===== src/include/bspe_pkg.sv =====
// Package with constants and carrier types of the banked stack and priority block.
package bspe_pkg;

  // ------------------------------------------------------------
  // Build options
  // ------------------------------------------------------------
  localparam logic HAS_SEC = 1'b1;
  localparam logic HAS_MAIN = 1'b1;
  localparam int MAX_EXT_IRQ = 496;
  localparam int NUM_EXT = 8;
  localparam logic [7:0] EXT_PRESENT = 8'h3f;
  localparam logic [31:0] SP_RESET = 32'h0000_0000;

  // ------------------------------------------------------------
  // Register offsets
  // ------------------------------------------------------------
  localparam logic [7:0] A_SEL = 8'h00;
  localparam logic [7:0] A_DATA = 8'h04;
  localparam logic [7:0] A_STATUS = 8'h08;
  localparam logic [7:0] A_ROUTE = 8'h0c;
  localparam logic [7:0] A_HPRIO1 = 8'h10;
  localparam logic [7:0] A_HPRIO2 = 8'h14;
  localparam logic [7:0] A_HPRIO3 = 8'h18;
  localparam logic [7:0] A_ACTSP = 8'h1c;
  localparam logic [7:0] A_EXTPRIO0 = 8'h20;
  localparam logic [7:0] A_EXTPRIO1 = 8'h24;

  // ------------------------------------------------------------
  // Selector codes and fields
  // ------------------------------------------------------------
  localparam int SEL_NS_BIT = 7;
  localparam logic [6:0] SR_MAIN_SP = 7'h00;
  localparam logic [6:0] SR_PROC_SP = 7'h01;
  localparam logic [6:0] SR_MASK = 7'h02;
  localparam logic [6:0] SR_BASE_PRIORITY_MASK = 7'h03;
  localparam logic [6:0] SR_FAULT_MASK_BIT = 7'h04;
  localparam logic [6:0] SR_CONTROL = 7'h05;
  localparam logic [6:0] SR_MAIN_LIM = 7'h06;
  localparam logic [6:0] SR_PROC_LIM = 7'h07;
  localparam int CTRL_STACK_SELECT_BIT_BIT = 1;
  localparam int ST_HANDLER_BIT = 16;
  localparam int ST_SECURE_BIT = 17;

  // ------------------------------------------------------------
  // Exception numbers and fixed priorities
  // ------------------------------------------------------------
  localparam logic [8:0] EXC_RESET = 9'h001;
  localparam logic [8:0] EXC_NMI = 9'h002;
  localparam logic [8:0] EXC_HARD_FAULT_A = 9'h003;
  localparam logic [8:0] EXC_MEMFAULT = 9'h004;
  localparam logic [8:0] EXC_SECFAULT = 9'h007;
  localparam logic [8:0] EXC_SVC = 9'h00b;
  localparam logic [8:0] EXC_DBGMON = 9'h00c;
  localparam logic [8:0] EXC_PENDABLE_SERVICE = 9'h00e;
  localparam logic [8:0] EXC_TICK = 9'h00f;
  localparam logic [8:0] EXC_EXT_BASE = 9'h010;
  localparam logic signed [9:0] PRIO_RESET = -10'sd4;
  localparam logic signed [9:0] PRIO_HF_ROUTED = -10'sd3;
  localparam logic signed [9:0] PRIO_NMI = -10'sd2;
  localparam logic signed [9:0] PRIO_HF = -10'sd1;

  // ------------------------------------------------------------
  // Carrier types
  // ------------------------------------------------------------
  typedef struct packed {
    logic entry;
    logic ret;
    logic ret_to_thread;
    logic [8:0] num;
    logic stack_done;
    logic sp_wr;
    logic [31:0] sp_data;
    logic state_chg;
    logic state_sec;
  } bspe_evt_t;

  typedef struct packed {
    logic ok;
    logic signed [9:0] prio;
  } bspe_prio_t;

endpackage : bspe_pkg


===== src/rtl/bspe_core.sv =====
// Banked registers, stack pointer selection and exception priority lookup.
`timescale 1ns/1ps
`default_nettype none
// How it works
// - Secure and Non-secure copies kept separately
// - Banked: stack pointers, masks, control, limits, control space
// - Selector bit 7 picks Non-secure copy from Secure; from Non-secure reads zero, ignores writes
// - Four stack pointers with security, else two
// - Handler mode always uses main stack
// - Thread mode stack chosen by select bit
// - Reset selects Secure main stack pointer
// - Stack pointer low two bits read zero
// - After entry stacking, stack doubleword aligned
// - Fixed priorities for reset, NMI, hard fault
// - Configurable exception numbers, reserved 8-10, 13
// - Without main extension 4-10, 12-13 reserved
// - Escalated Secure fault stays Secure hard fault
// - Number 7 reserved without security extension
// - At most 496 external interrupts
// - Absent interrupt priority reads zero, ignores writes
// - Three handler priority registers set priorities
// - Configurable priorities start at zero
// - Status register holds handled exception number
// - Reset enters Thread mode, status zero
module bspe_core (
  input wire logic pclk,
  input wire logic presetn,
  input wire logic psel,
  input wire logic penable,
  input wire logic pwrite,
  input wire logic [7:0] paddr,
  input wire logic [31:0] pwdata,
  input wire logic [3:0] pstrb,
  output logic [31:0] prdata,
  output logic pready,
  output logic pslverr,
  input wire bspe_pkg::bspe_evt_t evt_i,
  input wire logic [8:0] lookup_num,
  input wire logic lookup_sec,
  output bspe_pkg::bspe_prio_t lookup_o,
  output logic [31:0] active_sp,
  output logic cur_secure,
  output logic handler_mode
);

  // ------------------------------------------------------------
  // Functions
  // ------------------------------------------------------------
  function automatic logic [31:0] word_fix(input logic [31:0] v);
    word_fix = {v[31:2], 2'b00};
  endfunction : word_fix

  function automatic logic [31:0] dword_fix(input logic [31:0] v);
    dword_fix = {v[31:3], 3'b000};
  endfunction : dword_fix

  function automatic logic cfg_num(input logic [8:0] n);
    logic [8:0] e;
    e = n - bspe_pkg::EXC_EXT_BASE;
    if (n >= bspe_pkg::EXC_EXT_BASE)
    begin
      cfg_num = (e < 9'(bspe_pkg::NUM_EXT)) && (e < 9'(bspe_pkg::MAX_EXT_IRQ))
        && bspe_pkg::EXT_PRESENT[e[2:0]];
    end
    else
    begin
      case (n)
        9'h004, 9'h005, 9'h006: cfg_num = bspe_pkg::HAS_MAIN;
        bspe_pkg::EXC_SECFAULT: cfg_num = bspe_pkg::HAS_MAIN & bspe_pkg::HAS_SEC;
        bspe_pkg::EXC_SVC, bspe_pkg::EXC_PENDABLE_SERVICE, bspe_pkg::EXC_TICK: cfg_num = 1'b1;
        bspe_pkg::EXC_DBGMON: cfg_num = bspe_pkg::HAS_MAIN;
        default: cfg_num = 1'b0;
      endcase
    end
  endfunction : cfg_num

  // ------------------------------------------------------------
  // State
  // ------------------------------------------------------------
  logic [31:0] sp_main_reg [2];
  logic [31:0] sp_proc_reg [2];
  logic [31:0] lim_main_reg [2];
  logic [31:0] lim_proc_reg [2];
  logic mask_reg [2];
  logic [7:0] base_priority_mask_reg [2];
  logic fmask_reg [2];
  logic [1:0] ctrl_reg [2];
  logic [7:0] hprio_reg [2][12];
  logic [7:0] ext_reg [bspe_pkg::NUM_EXT];
  logic [31:0] sp_main_next [2];
  logic [31:0] sp_proc_next [2];
  logic [31:0] lim_main_next [2];
  logic [31:0] lim_proc_next [2];
  logic mask_next [2];
  logic [7:0] base_priority_mask_next [2];
  logic fmask_next [2];
  logic [1:0] ctrl_next [2];
  logic [7:0] hprio_next [2][12];
  logic [7:0] ext_next [bspe_pkg::NUM_EXT];
  logic [7:0] sel_reg;
  logic route_reg;
  logic cur_sec_reg;
  logic handler_reg;
  logic [8:0] interrupt_status_reg_reg;
  logic [31:0] rd_val;
  logic rd_err;
  bspe_pkg::bspe_prio_t lk_val;

  // ------------------------------------------------------------
  // Decoding
  // ------------------------------------------------------------
  wire setup = psel & ~penable;
  wire wr = psel & penable & pready & pwrite;
  wire dat_wr = wr & (paddr == bspe_pkg::A_DATA);
  wire cur = cur_sec_reg;
  wire acc_raz = sel_reg[bspe_pkg::SEL_NS_BIT] & ~cur_sec_reg;
  wire acc_bank = sel_reg[bspe_pkg::SEL_NS_BIT] ? 1'b0 : cur_sec_reg;
  wire use_proc = ~handler_reg & ctrl_reg[cur][bspe_pkg::CTRL_STACK_SELECT_BIT_BIT];
  wire [31:0] sel_sp = use_proc ? sp_proc_reg[cur] : sp_main_reg[cur];
  wire [1:0] hp_word = 2'(paddr[3:2] - bspe_pkg::A_HPRIO1[3:2]);
  wire hp_hit = (paddr == bspe_pkg::A_HPRIO1) | (paddr == bspe_pkg::A_HPRIO2)
    | (paddr == bspe_pkg::A_HPRIO3);
  wire ext_hit = (paddr == bspe_pkg::A_EXTPRIO0) | (paddr == bspe_pkg::A_EXTPRIO1);
  wire ev_known = (evt_i.num == bspe_pkg::EXC_RESET) | (evt_i.num == bspe_pkg::EXC_NMI)
    | (evt_i.num == bspe_pkg::EXC_HARD_FAULT_A) | cfg_num(evt_i.num);
  wire [8:0] lk_idx = lookup_num - bspe_pkg::EXC_MEMFAULT;
  wire [8:0] lk_ext = lookup_num - bspe_pkg::EXC_EXT_BASE;

  // ------------------------------------------------------------
  // Banked next values
  // ------------------------------------------------------------
  always_comb
  begin
    for (int b = 0; b < 2; b++)
    begin
      sp_main_next[b] = sp_main_reg[b];
      sp_proc_next[b] = sp_proc_reg[b];
      lim_main_next[b] = lim_main_reg[b];
      lim_proc_next[b] = lim_proc_reg[b];
      mask_next[b] = mask_reg[b];
      base_priority_mask_next[b] = base_priority_mask_reg[b];
      fmask_next[b] = fmask_reg[b];
      ctrl_next[b] = ctrl_reg[b];
      if (evt_i.sp_wr && (b == 32'(cur)))
      begin
        if (use_proc)
          sp_proc_next[b] = word_fix(evt_i.sp_data);
        else
          sp_main_next[b] = word_fix(evt_i.sp_data);
      end
      if (evt_i.stack_done && (b == 32'(cur)))
      begin
        if (use_proc)
          sp_proc_next[b] = dword_fix(sp_proc_next[b]);
        else
          sp_main_next[b] = dword_fix(sp_main_next[b]);
      end
      if (dat_wr && !acc_raz && (b == 32'(acc_bank)))
      begin
        case (sel_reg[6:0])
          bspe_pkg::SR_MAIN_SP: sp_main_next[b] = word_fix(pwdata);
          bspe_pkg::SR_PROC_SP: sp_proc_next[b] = word_fix(pwdata);
          bspe_pkg::SR_MASK: mask_next[b] = pwdata[0];
          bspe_pkg::SR_BASE_PRIORITY_MASK: base_priority_mask_next[b] = pwdata[7:0];
          bspe_pkg::SR_FAULT_MASK_BIT: fmask_next[b] = pwdata[0];
          bspe_pkg::SR_CONTROL: ctrl_next[b] = pwdata[1:0];
          bspe_pkg::SR_MAIN_LIM: lim_main_next[b] = word_fix(pwdata);
          bspe_pkg::SR_PROC_LIM: lim_proc_next[b] = word_fix(pwdata);
          default: ;
        endcase
      end
    end
  end

  // ------------------------------------------------------------
  // Priority byte next values
  // ------------------------------------------------------------
  always_comb
  begin
    for (int b = 0; b < 2; b++)
    begin
      for (int i = 0; i < 12; i++)
      begin
        hprio_next[b][i] = hprio_reg[b][i];
        if (wr && hp_hit && (b == 32'(cur)) && (i / 4 == 32'(hp_word))
            && pstrb[i % 4] && cfg_num(9'(i + 4)))
          hprio_next[b][i] = pwdata[8 * (i % 4) +: 8];
      end
    end
    for (int i = 0; i < bspe_pkg::NUM_EXT; i++)
    begin
      ext_next[i] = ext_reg[i];
      if (wr && ext_hit && (i / 4 == 32'(paddr[2])) && pstrb[i % 4]
          && bspe_pkg::EXT_PRESENT[i])
        ext_next[i] = pwdata[8 * (i % 4) +: 8];
    end
  end

  // ------------------------------------------------------------
  // Register read selection
  // ------------------------------------------------------------
  always_comb
  begin
    rd_val = 32'h0000_0000;
    rd_err = 1'b0;
    case (paddr)
      bspe_pkg::A_SEL: rd_val = {24'h000000, sel_reg};
      bspe_pkg::A_DATA:
      begin
        if (!acc_raz)
        begin
          case (sel_reg[6:0])
            bspe_pkg::SR_MAIN_SP: rd_val = sp_main_reg[acc_bank];
            bspe_pkg::SR_PROC_SP: rd_val = sp_proc_reg[acc_bank];
            bspe_pkg::SR_MASK: rd_val = {31'h0, mask_reg[acc_bank]};
            bspe_pkg::SR_BASE_PRIORITY_MASK: rd_val = {24'h000000, base_priority_mask_reg[acc_bank]};
            bspe_pkg::SR_FAULT_MASK_BIT: rd_val = {31'h0, fmask_reg[acc_bank]};
            bspe_pkg::SR_CONTROL: rd_val = {30'h0, ctrl_reg[acc_bank]};
            bspe_pkg::SR_MAIN_LIM: rd_val = lim_main_reg[acc_bank];
            bspe_pkg::SR_PROC_LIM: rd_val = lim_proc_reg[acc_bank];
            default: rd_val = 32'h0000_0000;
          endcase
        end
      end
      bspe_pkg::A_STATUS:
      begin
        rd_val[8:0] = interrupt_status_reg_reg;
        rd_val[bspe_pkg::ST_HANDLER_BIT] = handler_reg;
        rd_val[bspe_pkg::ST_SECURE_BIT] = cur_sec_reg;
      end
      bspe_pkg::A_ROUTE: rd_val = {31'h0, route_reg};
      bspe_pkg::A_ACTSP: rd_val = sel_sp;
      bspe_pkg::A_HPRIO1, bspe_pkg::A_HPRIO2, bspe_pkg::A_HPRIO3:
      begin
        for (int k = 0; k < 4; k++)
          rd_val[8 * k +: 8] = hprio_reg[cur][4 * hp_word + k];
      end
      bspe_pkg::A_EXTPRIO0, bspe_pkg::A_EXTPRIO1:
      begin
        for (int k = 0; k < 4; k++)
          rd_val[8 * k +: 8] = ext_reg[4 * paddr[2] + k];
      end
      default: rd_err = 1'b1;
    endcase
  end

  // ------------------------------------------------------------
  // Priority lookup
  // ------------------------------------------------------------
  always_comb
  begin
    lk_val.ok = 1'b1;
    lk_val.prio = '0;
    if (lookup_num == bspe_pkg::EXC_RESET)
      lk_val.prio = bspe_pkg::PRIO_RESET;
    else if (lookup_num == bspe_pkg::EXC_NMI)
      lk_val.prio = bspe_pkg::PRIO_NMI;
    else if (lookup_num == bspe_pkg::EXC_HARD_FAULT_A)
      lk_val.prio = (lookup_sec & route_reg) ? bspe_pkg::PRIO_HF_ROUTED
        : bspe_pkg::PRIO_HF;
    else if (!cfg_num(lookup_num))
      lk_val.ok = 1'b0;
    else if (lookup_num < bspe_pkg::EXC_EXT_BASE)
      lk_val.prio = {2'b00, hprio_reg[lookup_sec][lk_idx[3:0]]};
    else
      lk_val.prio = {2'b00, ext_reg[lk_ext[2:0]]};
  end

  // ------------------------------------------------------------
  // Registers
  // ------------------------------------------------------------
  always_ff @(posedge pclk or negedge presetn)
  begin
    if (!presetn)
    begin
      for (int b = 0; b < 2; b++)
      begin
        sp_main_reg[b] <= bspe_pkg::SP_RESET;
        sp_proc_reg[b] <= bspe_pkg::SP_RESET;
        lim_main_reg[b] <= 32'h0000_0000;
        lim_proc_reg[b] <= 32'h0000_0000;
        mask_reg[b] <= 1'b0;
        base_priority_mask_reg[b] <= 8'h00;
        fmask_reg[b] <= 1'b0;
        ctrl_reg[b] <= 2'h0;
        for (int i = 0; i < 12; i++)
          hprio_reg[b][i] <= 8'h00;
      end
      for (int i = 0; i < bspe_pkg::NUM_EXT; i++)
        ext_reg[i] <= 8'h00;
    end
    else
    begin
      sp_main_reg <= sp_main_next;
      sp_proc_reg <= sp_proc_next;
      lim_main_reg <= lim_main_next;
      lim_proc_reg <= lim_proc_next;
      mask_reg <= mask_next;
      base_priority_mask_reg <= base_priority_mask_next;
      fmask_reg <= fmask_next;
      ctrl_reg <= ctrl_next;
      hprio_reg <= hprio_next;
      ext_reg <= ext_next;
    end
  end

  always_ff @(posedge pclk or negedge presetn)
  begin
    if (!presetn)
    begin
      cur_sec_reg <= bspe_pkg::HAS_SEC;
      handler_reg <= 1'b0;
      interrupt_status_reg_reg <= 9'h000;
      sel_reg <= 8'h00;
      route_reg <= 1'b0;
    end
    else
    begin
      if (evt_i.state_chg)
        cur_sec_reg <= evt_i.state_sec & bspe_pkg::HAS_SEC;
      if (evt_i.entry && ev_known)
      begin
        handler_reg <= 1'b1;
        interrupt_status_reg_reg <= evt_i.num;
      end
      else if (evt_i.ret)
      begin
        handler_reg <= ~evt_i.ret_to_thread;
        interrupt_status_reg_reg <= evt_i.ret_to_thread ? 9'h000 : evt_i.num;
      end
      if (wr && paddr == bspe_pkg::A_SEL)
        sel_reg <= pwdata[7:0];
      if (wr && paddr == bspe_pkg::A_ROUTE && cur_sec_reg)
        route_reg <= pwdata[0];
    end
  end

  always_ff @(posedge pclk or negedge presetn)
  begin
    if (!presetn)
    begin
      pready <= 1'b0;
      pslverr <= 1'b0;
      prdata <= 32'h0000_0000;
      active_sp <= bspe_pkg::SP_RESET;
      lookup_o <= '0;
      cur_secure <= 1'b0;
      handler_mode <= 1'b0;
    end
    else
    begin
      pready <= setup;
      pslverr <= setup & rd_err;
      prdata <= (setup & ~pwrite & ~rd_err) ? rd_val : 32'h0000_0000;
      active_sp <= sel_sp;
      lookup_o <= lk_val;
      cur_secure <= cur_sec_reg;
      handler_mode <= handler_reg;
    end
  end
endmodule : bspe_core
`default_nettype wire


===== config.mk =====
export PLATFORM = sky130hd
export DESIGN_NAME = bspe_core
export DESIGN_NICKNAME = d
export VERILOG_FILES = /design/src/include/bspe_pkg.sv /design/src/rtl/bspe_core.sv
export SDC_FILE = /design/constraint.sdc
export NUM_CORES = 1
export LEC_CHECK = 0
export BUFFER_PORTS_ARGS = -buffer_cell sky130_fd_sc_hd__buf_2
export CAP_MARGIN = 10
export CORE_ASPECT_RATIO = 0.75
export CORE_MARGIN = 4
export CORE_UTILIZATION = 45
export CTS_CLUSTER_SIZE = 25
export DETAILED_ROUTE_END_ITERATION = 10
export PLACE_DENSITY_LB_ADDON = 0.12
export SLEW_MARGIN = 20
export SYNTH_ARGS = -nofsm -noshare
export SYNTH_HDL_FRONTEND = slang
export SYNTH_SLANG_ARGS = --single-unit

===== constraint.sdc =====
create_clock -name pclk -period 2.5 [get_ports pclk]
set_input_delay 0.375 -clock pclk [delete_from_list [all_inputs] [get_ports pclk]]
set_output_delay 0.375 -clock pclk [all_outputs]
set_load 0.005 [all_outputs]

# Yosys cells after proc, flatten, opt, wreduce, memory -nomap -nowiden

Memories as Yosys holds them, arrays and structs flattened.
Index checks and enable logic that the tools add are counted.

Add/subtract/negate cells: 9
Multipliers: 0
Div/mod/pow operators: 0
$lt $le $gt $ge: 22
Equality and inequality tests: 24
Shifts and indexed selects: 0
Muxes and demuxes: 127
Bitwise operators: 37
Reductions and logical operators: 71

Operators with widths:

| operator              | number |
|---|---|
| $mux W32              | 37 |
| $mux W96              | 6 |
| $pmux W32 S8          | 1 |
| $mux W8               | 24 |
| $bmux W8 S4           | 5 |
| $ge A33 B4 Y1 const B | 4 |
| $ge A33 B5 Y1 const B | 4 |
| $not A4 Y33           | 4 |
| $bmux W8 S3           | 5 |
| $not A5 Y33           | 3 |
| $pmux W9 S7           | 1 |
| $pmux W14 S4          | 1 |
| $logic_and A1 B1 Y1   | 49 |
| $mux W10              | 4 |
| $eq A9 B2 Y1 const B  | 4 |
| $not A3 Y33           | 1 |
| $eq A8 B5 Y1 const B  | 4 |
| $eq A7 B3 Y1 const B  | 4 |
| $pmux W7 S4           | 1 |
| $mux W9               | 3 |
| $mux W3               | 8 |
| $reduce_and A2 Y1     | 12 |
| $mux W1               | 23 |
| $eq A9 B1 Y1 const B  | 2 |
| 38 further kinds      | 80 |

Register bits: 547
Bits in latches: 0
RAM bits: 0
Bits in read-only memories: 48
Logic and storage cells: 345
Memories: 4

Memory list:

| name            | words | width | read ports | clocked after memory_dff | wr ports | RTL line        | RTL |
|---|---|---|---|---|---|---|---|
| (no name shown) | 16    | 1     | 1          | 0                        | 0        | bspe_core.sv:67 | `case (n)` |
| (no name shown) | 16    | 1     | 1          | 0                        | 0        | bspe_core.sv:67 |  |
| (no name shown) | 8     | 1     | 1          | 0                        | 0        | bspe_core.sv:63 | `&& bspe_pkg::EXT_PRESENT[e[2:0]];` |
| (no name shown) | 8     | 1     | 1          | 0                        | 0        | bspe_core.sv:63 |  |

# Depth between registers and ports, before layout

Depth after elaboration: 12
Mapped depth: 10

# Least setup slack after synthesis

Ideal clock, no wire load.

Kind: register -> register
Start: reg cur_sec_reg (netlist: cur)
End: reg prdata[4]
Library setup time: 0.135 ns
Arrival time: 2.273 ns
Data required time: 2.365 ns
Slack: 0.092 ns
Stages on the path, launching flop included: 10
Buffers on the path: 4
Path through: dfstp_2 -> buf_2 -> nor2b_1 -> buf_4 -> buf_4 -> buf_4 -> mux2i_1 -> o22ai_1 -> a211oi_1 -> o22ai_1

Cells in the longest elaborated chain, start to end: 9
Elaborated cells between the ends (all ways): 41

Ends and longest elaborated chain:

| what                                                                 | RTL line                           | RTL |
|---|---|---|
| start: declaration                                                   | bspe_core.sv:102                   | `logic cur_sec_reg;` |
| start signal: assignment                                             | bspe_core.sv:311                   | `cur_sec_reg <= bspe_pkg::HAS_SEC;` |
| start signal: assignment                                             | bspe_core.sv:320                   | `cur_sec_reg <= evt_i.state_sec & bspe_pkg::HAS_SEC;` |
| $not A1 Y2 (not written as such) or $mux W1 (tied branches)          | n/a                                |  |
| $mux W96 (not written as such) or $not A1 Y2 (tied branches)         | n/a                                |  |
| $mux W96 (not written as such) (tied with other cells) (2 in series) | bspe_core.sv:236                   | `rd_val[8 * k +: 8] = hprio_reg[cur][4 * hp_word + k];` |
| $bmux W8 S4 (tied with other cells)                                  | bspe_core.sv:236                   |  |
| $mux W8 (not written as such) or $pmux W32 S8 (tied branches)        | bspe_core.sv:236, bspe_core.sv:212 |  |
| $mux W8 (not written as such) or $mux W32 (tied branches)            | bspe_core.sv:236, bspe_core.sv:210 |  |
| $pmux W9 S7 *                                                        | bspe_core.sv:206                   | `case (paddr)` |
| $mux W32 *                                                           | bspe_core.sv:354                   | `prdata <= (setup & ~pwrite & ~rd_err) ? rd_val : 32'h0000_0000;` |
| end signal: assignment                                               | bspe_core.sv:354                   |  |
| end: declaration                                                     | bspe_core.sv:34                    | `output logic [31:0] prdata,` |

Every way passes the cells marked *; elsewhere a longest branch is shown, timed or not. The select of a mux whose other input is x is not followed.
A chain may end at the register's enable or synchronous reset.

# Worst setup path after layout

Start: reg cur_sec_reg (netlist: cur)
End: reg prdata[29]

Cells in the longest elaborated chain, start to end: 9
Elaborated cells between the ends (all ways): 38

Ends and longest elaborated chain:

| what                                                                 | RTL line |
|---|---|
| $not A1 Y2 (not written as such) or $mux W1 (tied branches)          | n/a |
| $mux W96 (not written as such) or $not A1 Y2 (tied branches)         | n/a |
| $mux W96 (not written as such) (tied with other cells) (2 in series) | bspe_core.sv:236 |
| $bmux W8 S4 (tied with other cells)                                  | bspe_core.sv:236 |
| $mux W8 (not written as such) or $pmux W32 S8 (tied branches)        | bspe_core.sv:236, bspe_core.sv:212 |
| $mux W8 (not written as such) or $mux W32 (tied branches)            | bspe_core.sv:236, bspe_core.sv:210 |
| $pmux W14 S4 *                                                       | bspe_core.sv:206 |
| $mux W32 *                                                           | bspe_core.sv:354 |

Marks and branches as above.

==> impl_metrics.json <==
{
  "worst_slack_ns": -0.0247,
  "die_w_um": 294,
  "clk_latency_ns": 0.62,
  "grt_usage_pct": 29.5,
  "num_rows": 78,
  "slowest_delay_ns": 0.67,
  "status": "complete, but fails checks",
  "syn_inst": 2303,
  "r2r-end": "prdata[29]$_DFF_PN0_",
  "drt-initial-drc-count": 2132,
  "post-place-ws_ns": -0.101,
  "dpl.cell_count": 3315,
  "start_kind": "register",
  "overflow": 0,
  "synth_edf_count": 0,
  "drt-total-wl_um": 97800,
  "drive_gt1_share_pct": 37.5,
  "cts.sinks": 546,
  "initial_core_util_pct": 45.6,
  "gp_congestion": 0.938,
  "tightest_slew_ns": 0.864,
  "r2r_setup_slack_ns": -0.02,
  "vias": 21200,
  "seq_area_mm2": 0.0137,
  "worstPathArrival_ns": 3.03,
  "syn2layout_area_growth_pct": 20.7,
  "yosys_warnings": 0,
  "route.detailed.drc": 0,
  "crit_chain": "nor2b_4 > buf_12 > buf_16 > mux4_2 > a31oi_2 > o22ai_1 > buf_4",
  "powerDensity_mw_per_mm2": 617,
  "grt_max_degree": 80,
  "stdcell_area_mm2": 0.0334,
  "utilization_pct": 55.0,
  "ys_seq_elements": 546,
  "cp-end-kind": "register",
  "crit_buf_inv": 3,
  "yosysUniqueCellTypes": 66,
  "antenna_found_initial": 5,
  "final_hold_viol_count": 0,
  "violations": "negative setup slack",
  "required_ns": 3.00,
  "dpl.hpwl_um": 70500,
  "instances_no_fill": 3445,
  "path_clk_slew_ns": 0.06,
  "ant_nets": 0,
  "max_freq_mhz": 396,
  "via_per_inst": 6.16,
  "cp.depth": 7,
  "finalNetCount": 2705,
  "avgSynthCellArea_um2": 12.0,
  "path_delay_family": "flip-flops",
  "fin_crit_ns": 2.52,
  "firstDrtPassIters": 6,
  "synth_area_mm2": 0.0277,
  "ir_drop_uv": 523,
  "numCtsBuffers": 56,
  "cp_max_fo": 14,
  "cp_slowest_cell": "dfstp_4",
  "clk_path_buf_depth": 3,
  "synth_ff_type": "dfrtp_1",
  "largest_register_ffs": 128,
  "period_share_pct": 101,
  "slew_headroom_pct": 42.2,
  "htreeDepth": 2,
  "crit_path_end": "prdata[29]$_DFF_PN0_",
  "syn_nets": 2413,
  "wl_per_cell_um": 28.4,
  "coreArea_mm2": 0.0607,
  "n_fill_cell": 5170,
  "max_cap_viol_count": 0,
  "p_leak_nw": 16.0,
  "finalPower_mw": 20.6,
  "maxSlewViolCount": 0,
  "io_pins": 186,
  "dpl_cell_area_mm2": 0.0311,
  "rsz0062_at_grt": "yes",
  "grt_pass1_wl_um": 143000,
  "setup_tns_ns": -0.0320,
  "hold_class": "in -> reg",
  "rr_startpoint": "cur$_DFFE_PN1P_",
  "path_class": "reg -> reg",
  "die_y_um": 223,
  "cts_tree": "done",
  "startpoint": "cur$_DFFE_PN1P_",
  "setup_viol": 2,
  "worstRegToRegCells": 7,
  "portBuffers": 183,
  "dieArea_mm2": 0.0656,
  "root_buffer": "clkbuf_16",
  "ys_seq_area_share_pct": 49.4,
  "ys_async_sr_fraction_pct": 100,
  "multiInputGateArea_mm2": 0.0134,
  "worst_clock_skew_ns": 0.0108,
  "grt_pass1_vias": 21100,
  "whs_ns": 0.0197
}
[worst min path at each step]
| stage | from | end | slack [ns] | depth (start not counted) |
|---|---|---|---|---|
| 4_1_cts | evt_i[42] | interrupt_status_reg_reg[6]$_DFFE_PN0P_ | 0.006 | 2 |
| 3_3_place_gp | presetn | hprio_reg[187]$_DFFE_PN0P_ | 0.33 | 1 |
| 6_report | evt_i[44] | interrupt_status_reg_reg[8]$_DFFE_PN0P_ | 0.02 | 2 |
| 2_1_floorplan | presetn | active_sp[0]$_DFF_PN0_ | 0.08 | 0 |
| 5_1_grt | evt_i[40] | interrupt_status_reg_reg[4]$_DFFE_PN0P_ | 0.03 | 2 |
| 3_5_place_dp | presetn | hprio_reg[187]$_DFFE_PN0P_ | 0.34 | 1 |
[cell type report]
| cell class | instances | area share, % |
|---|---|---|
| Sequential cell | 546 | 40.9 |
| Multi-Input combinational cell | 1545 | 40.0 |
| Timing Repair Buffer | 422 | 10.2 |
| Clock buffer | 90 | 5.24 |
| Tap cell | 800 | 3.00 |
| Clock inverter | 15 | 0.408 |
| Inverter | 24 | 0.270 |
| Antenna cell | 3 | 0.0225 |
[Yosys cell counts, drive strengths merged, types with 18 or more instances]
library cell,count,area share (%)
nor2,167,2.3
clkbuf,121,1.6
nand3,29,0.52
inv,24,0.33
mux4,76,6.2
mux2i,277,10
a22oi,19,0.52
mux2,354,14
a22o,18,0.57
o21ai,44,0.80
o22ai,63,1.4
dfrtp,545,49
a31oi,19,0.43
nand2,103,1.4
buf,67,1.3
a21oi,175,3.2
[cells in the final DEF, fill, tap and decap left out, types with 11 or more instances in the layout]
| cell type | instances |
|---|---|
| clkbuf_8 | 18 |
| o211ai_1 | 12 |
| o22ai_1 | 58 |
| and3_1 | 12 |
| mux2_2 | 344 |
| buf_2 | 182 |
| clkinv_2 | 12 |
| nor2b_1 | 14 |
| buf_4 | 184 |
| mux2i_1 | 273 |
| nand2_1 | 101 |
| nor3_1 | 11 |
| dfrtp_1 | 545 |
| nand3_1 | 26 |
| o31ai_1 | 11 |
| a21oi_1 | 174 |
| clkbuf_16 | 58 |
| a22oi_1 | 19 |
| clkbuf_1 | 14 |
| mux4_2 | 76 |
| a31oi_1 | 16 |
| a211oi_1 | 13 |
| inv_1 | 23 |
| a22o_1 | 17 |
| nor2_1 | 154 |
| buf_12 | 46 |
| o21ai_0 | 38 |
[metal layers]
metal  global-route usage [%]  vias up  part of all wire, %
met5                        0        -                0.040
met4                     9.14        6                  2.9
met3                     8.89      149                   11
met2                     42.3     1044                   43
met1                     43.1    10900                   44
li1                         -     9170                    -
[logic make-up after synthesis]
logic type / share of synthesized area (%)
adders and majority gates: 0.136
AOI/OAI and AO/OA: 10.1
buffers and inverters: 3.31
muxes: 30.6
and+or+nand+nor: 6.45
DFF: 49.4
[power breakdown]
part	internal, mW	switching [mW]
Combinational	1.13	1.44
Clock	4.98	3.62
Sequential	9.19	0.246
Total	15.3	5.31
[repair_timing]
| action | in CTS | in global routing |
|---|---|---|
| setup endpoints to repair | 40 | 62 |
| gates resized for setup | 13 | 28 |
| hold buffers | 3 | 0 |
| cloned | 2 | 0 |
| endpoints found under the hold margin | 37 | 0 |
| pin swaps | 2 | 8 |
| buffers inserted | 7 | 11 |
Note: power is estimated with default switching activity, not from simulation.
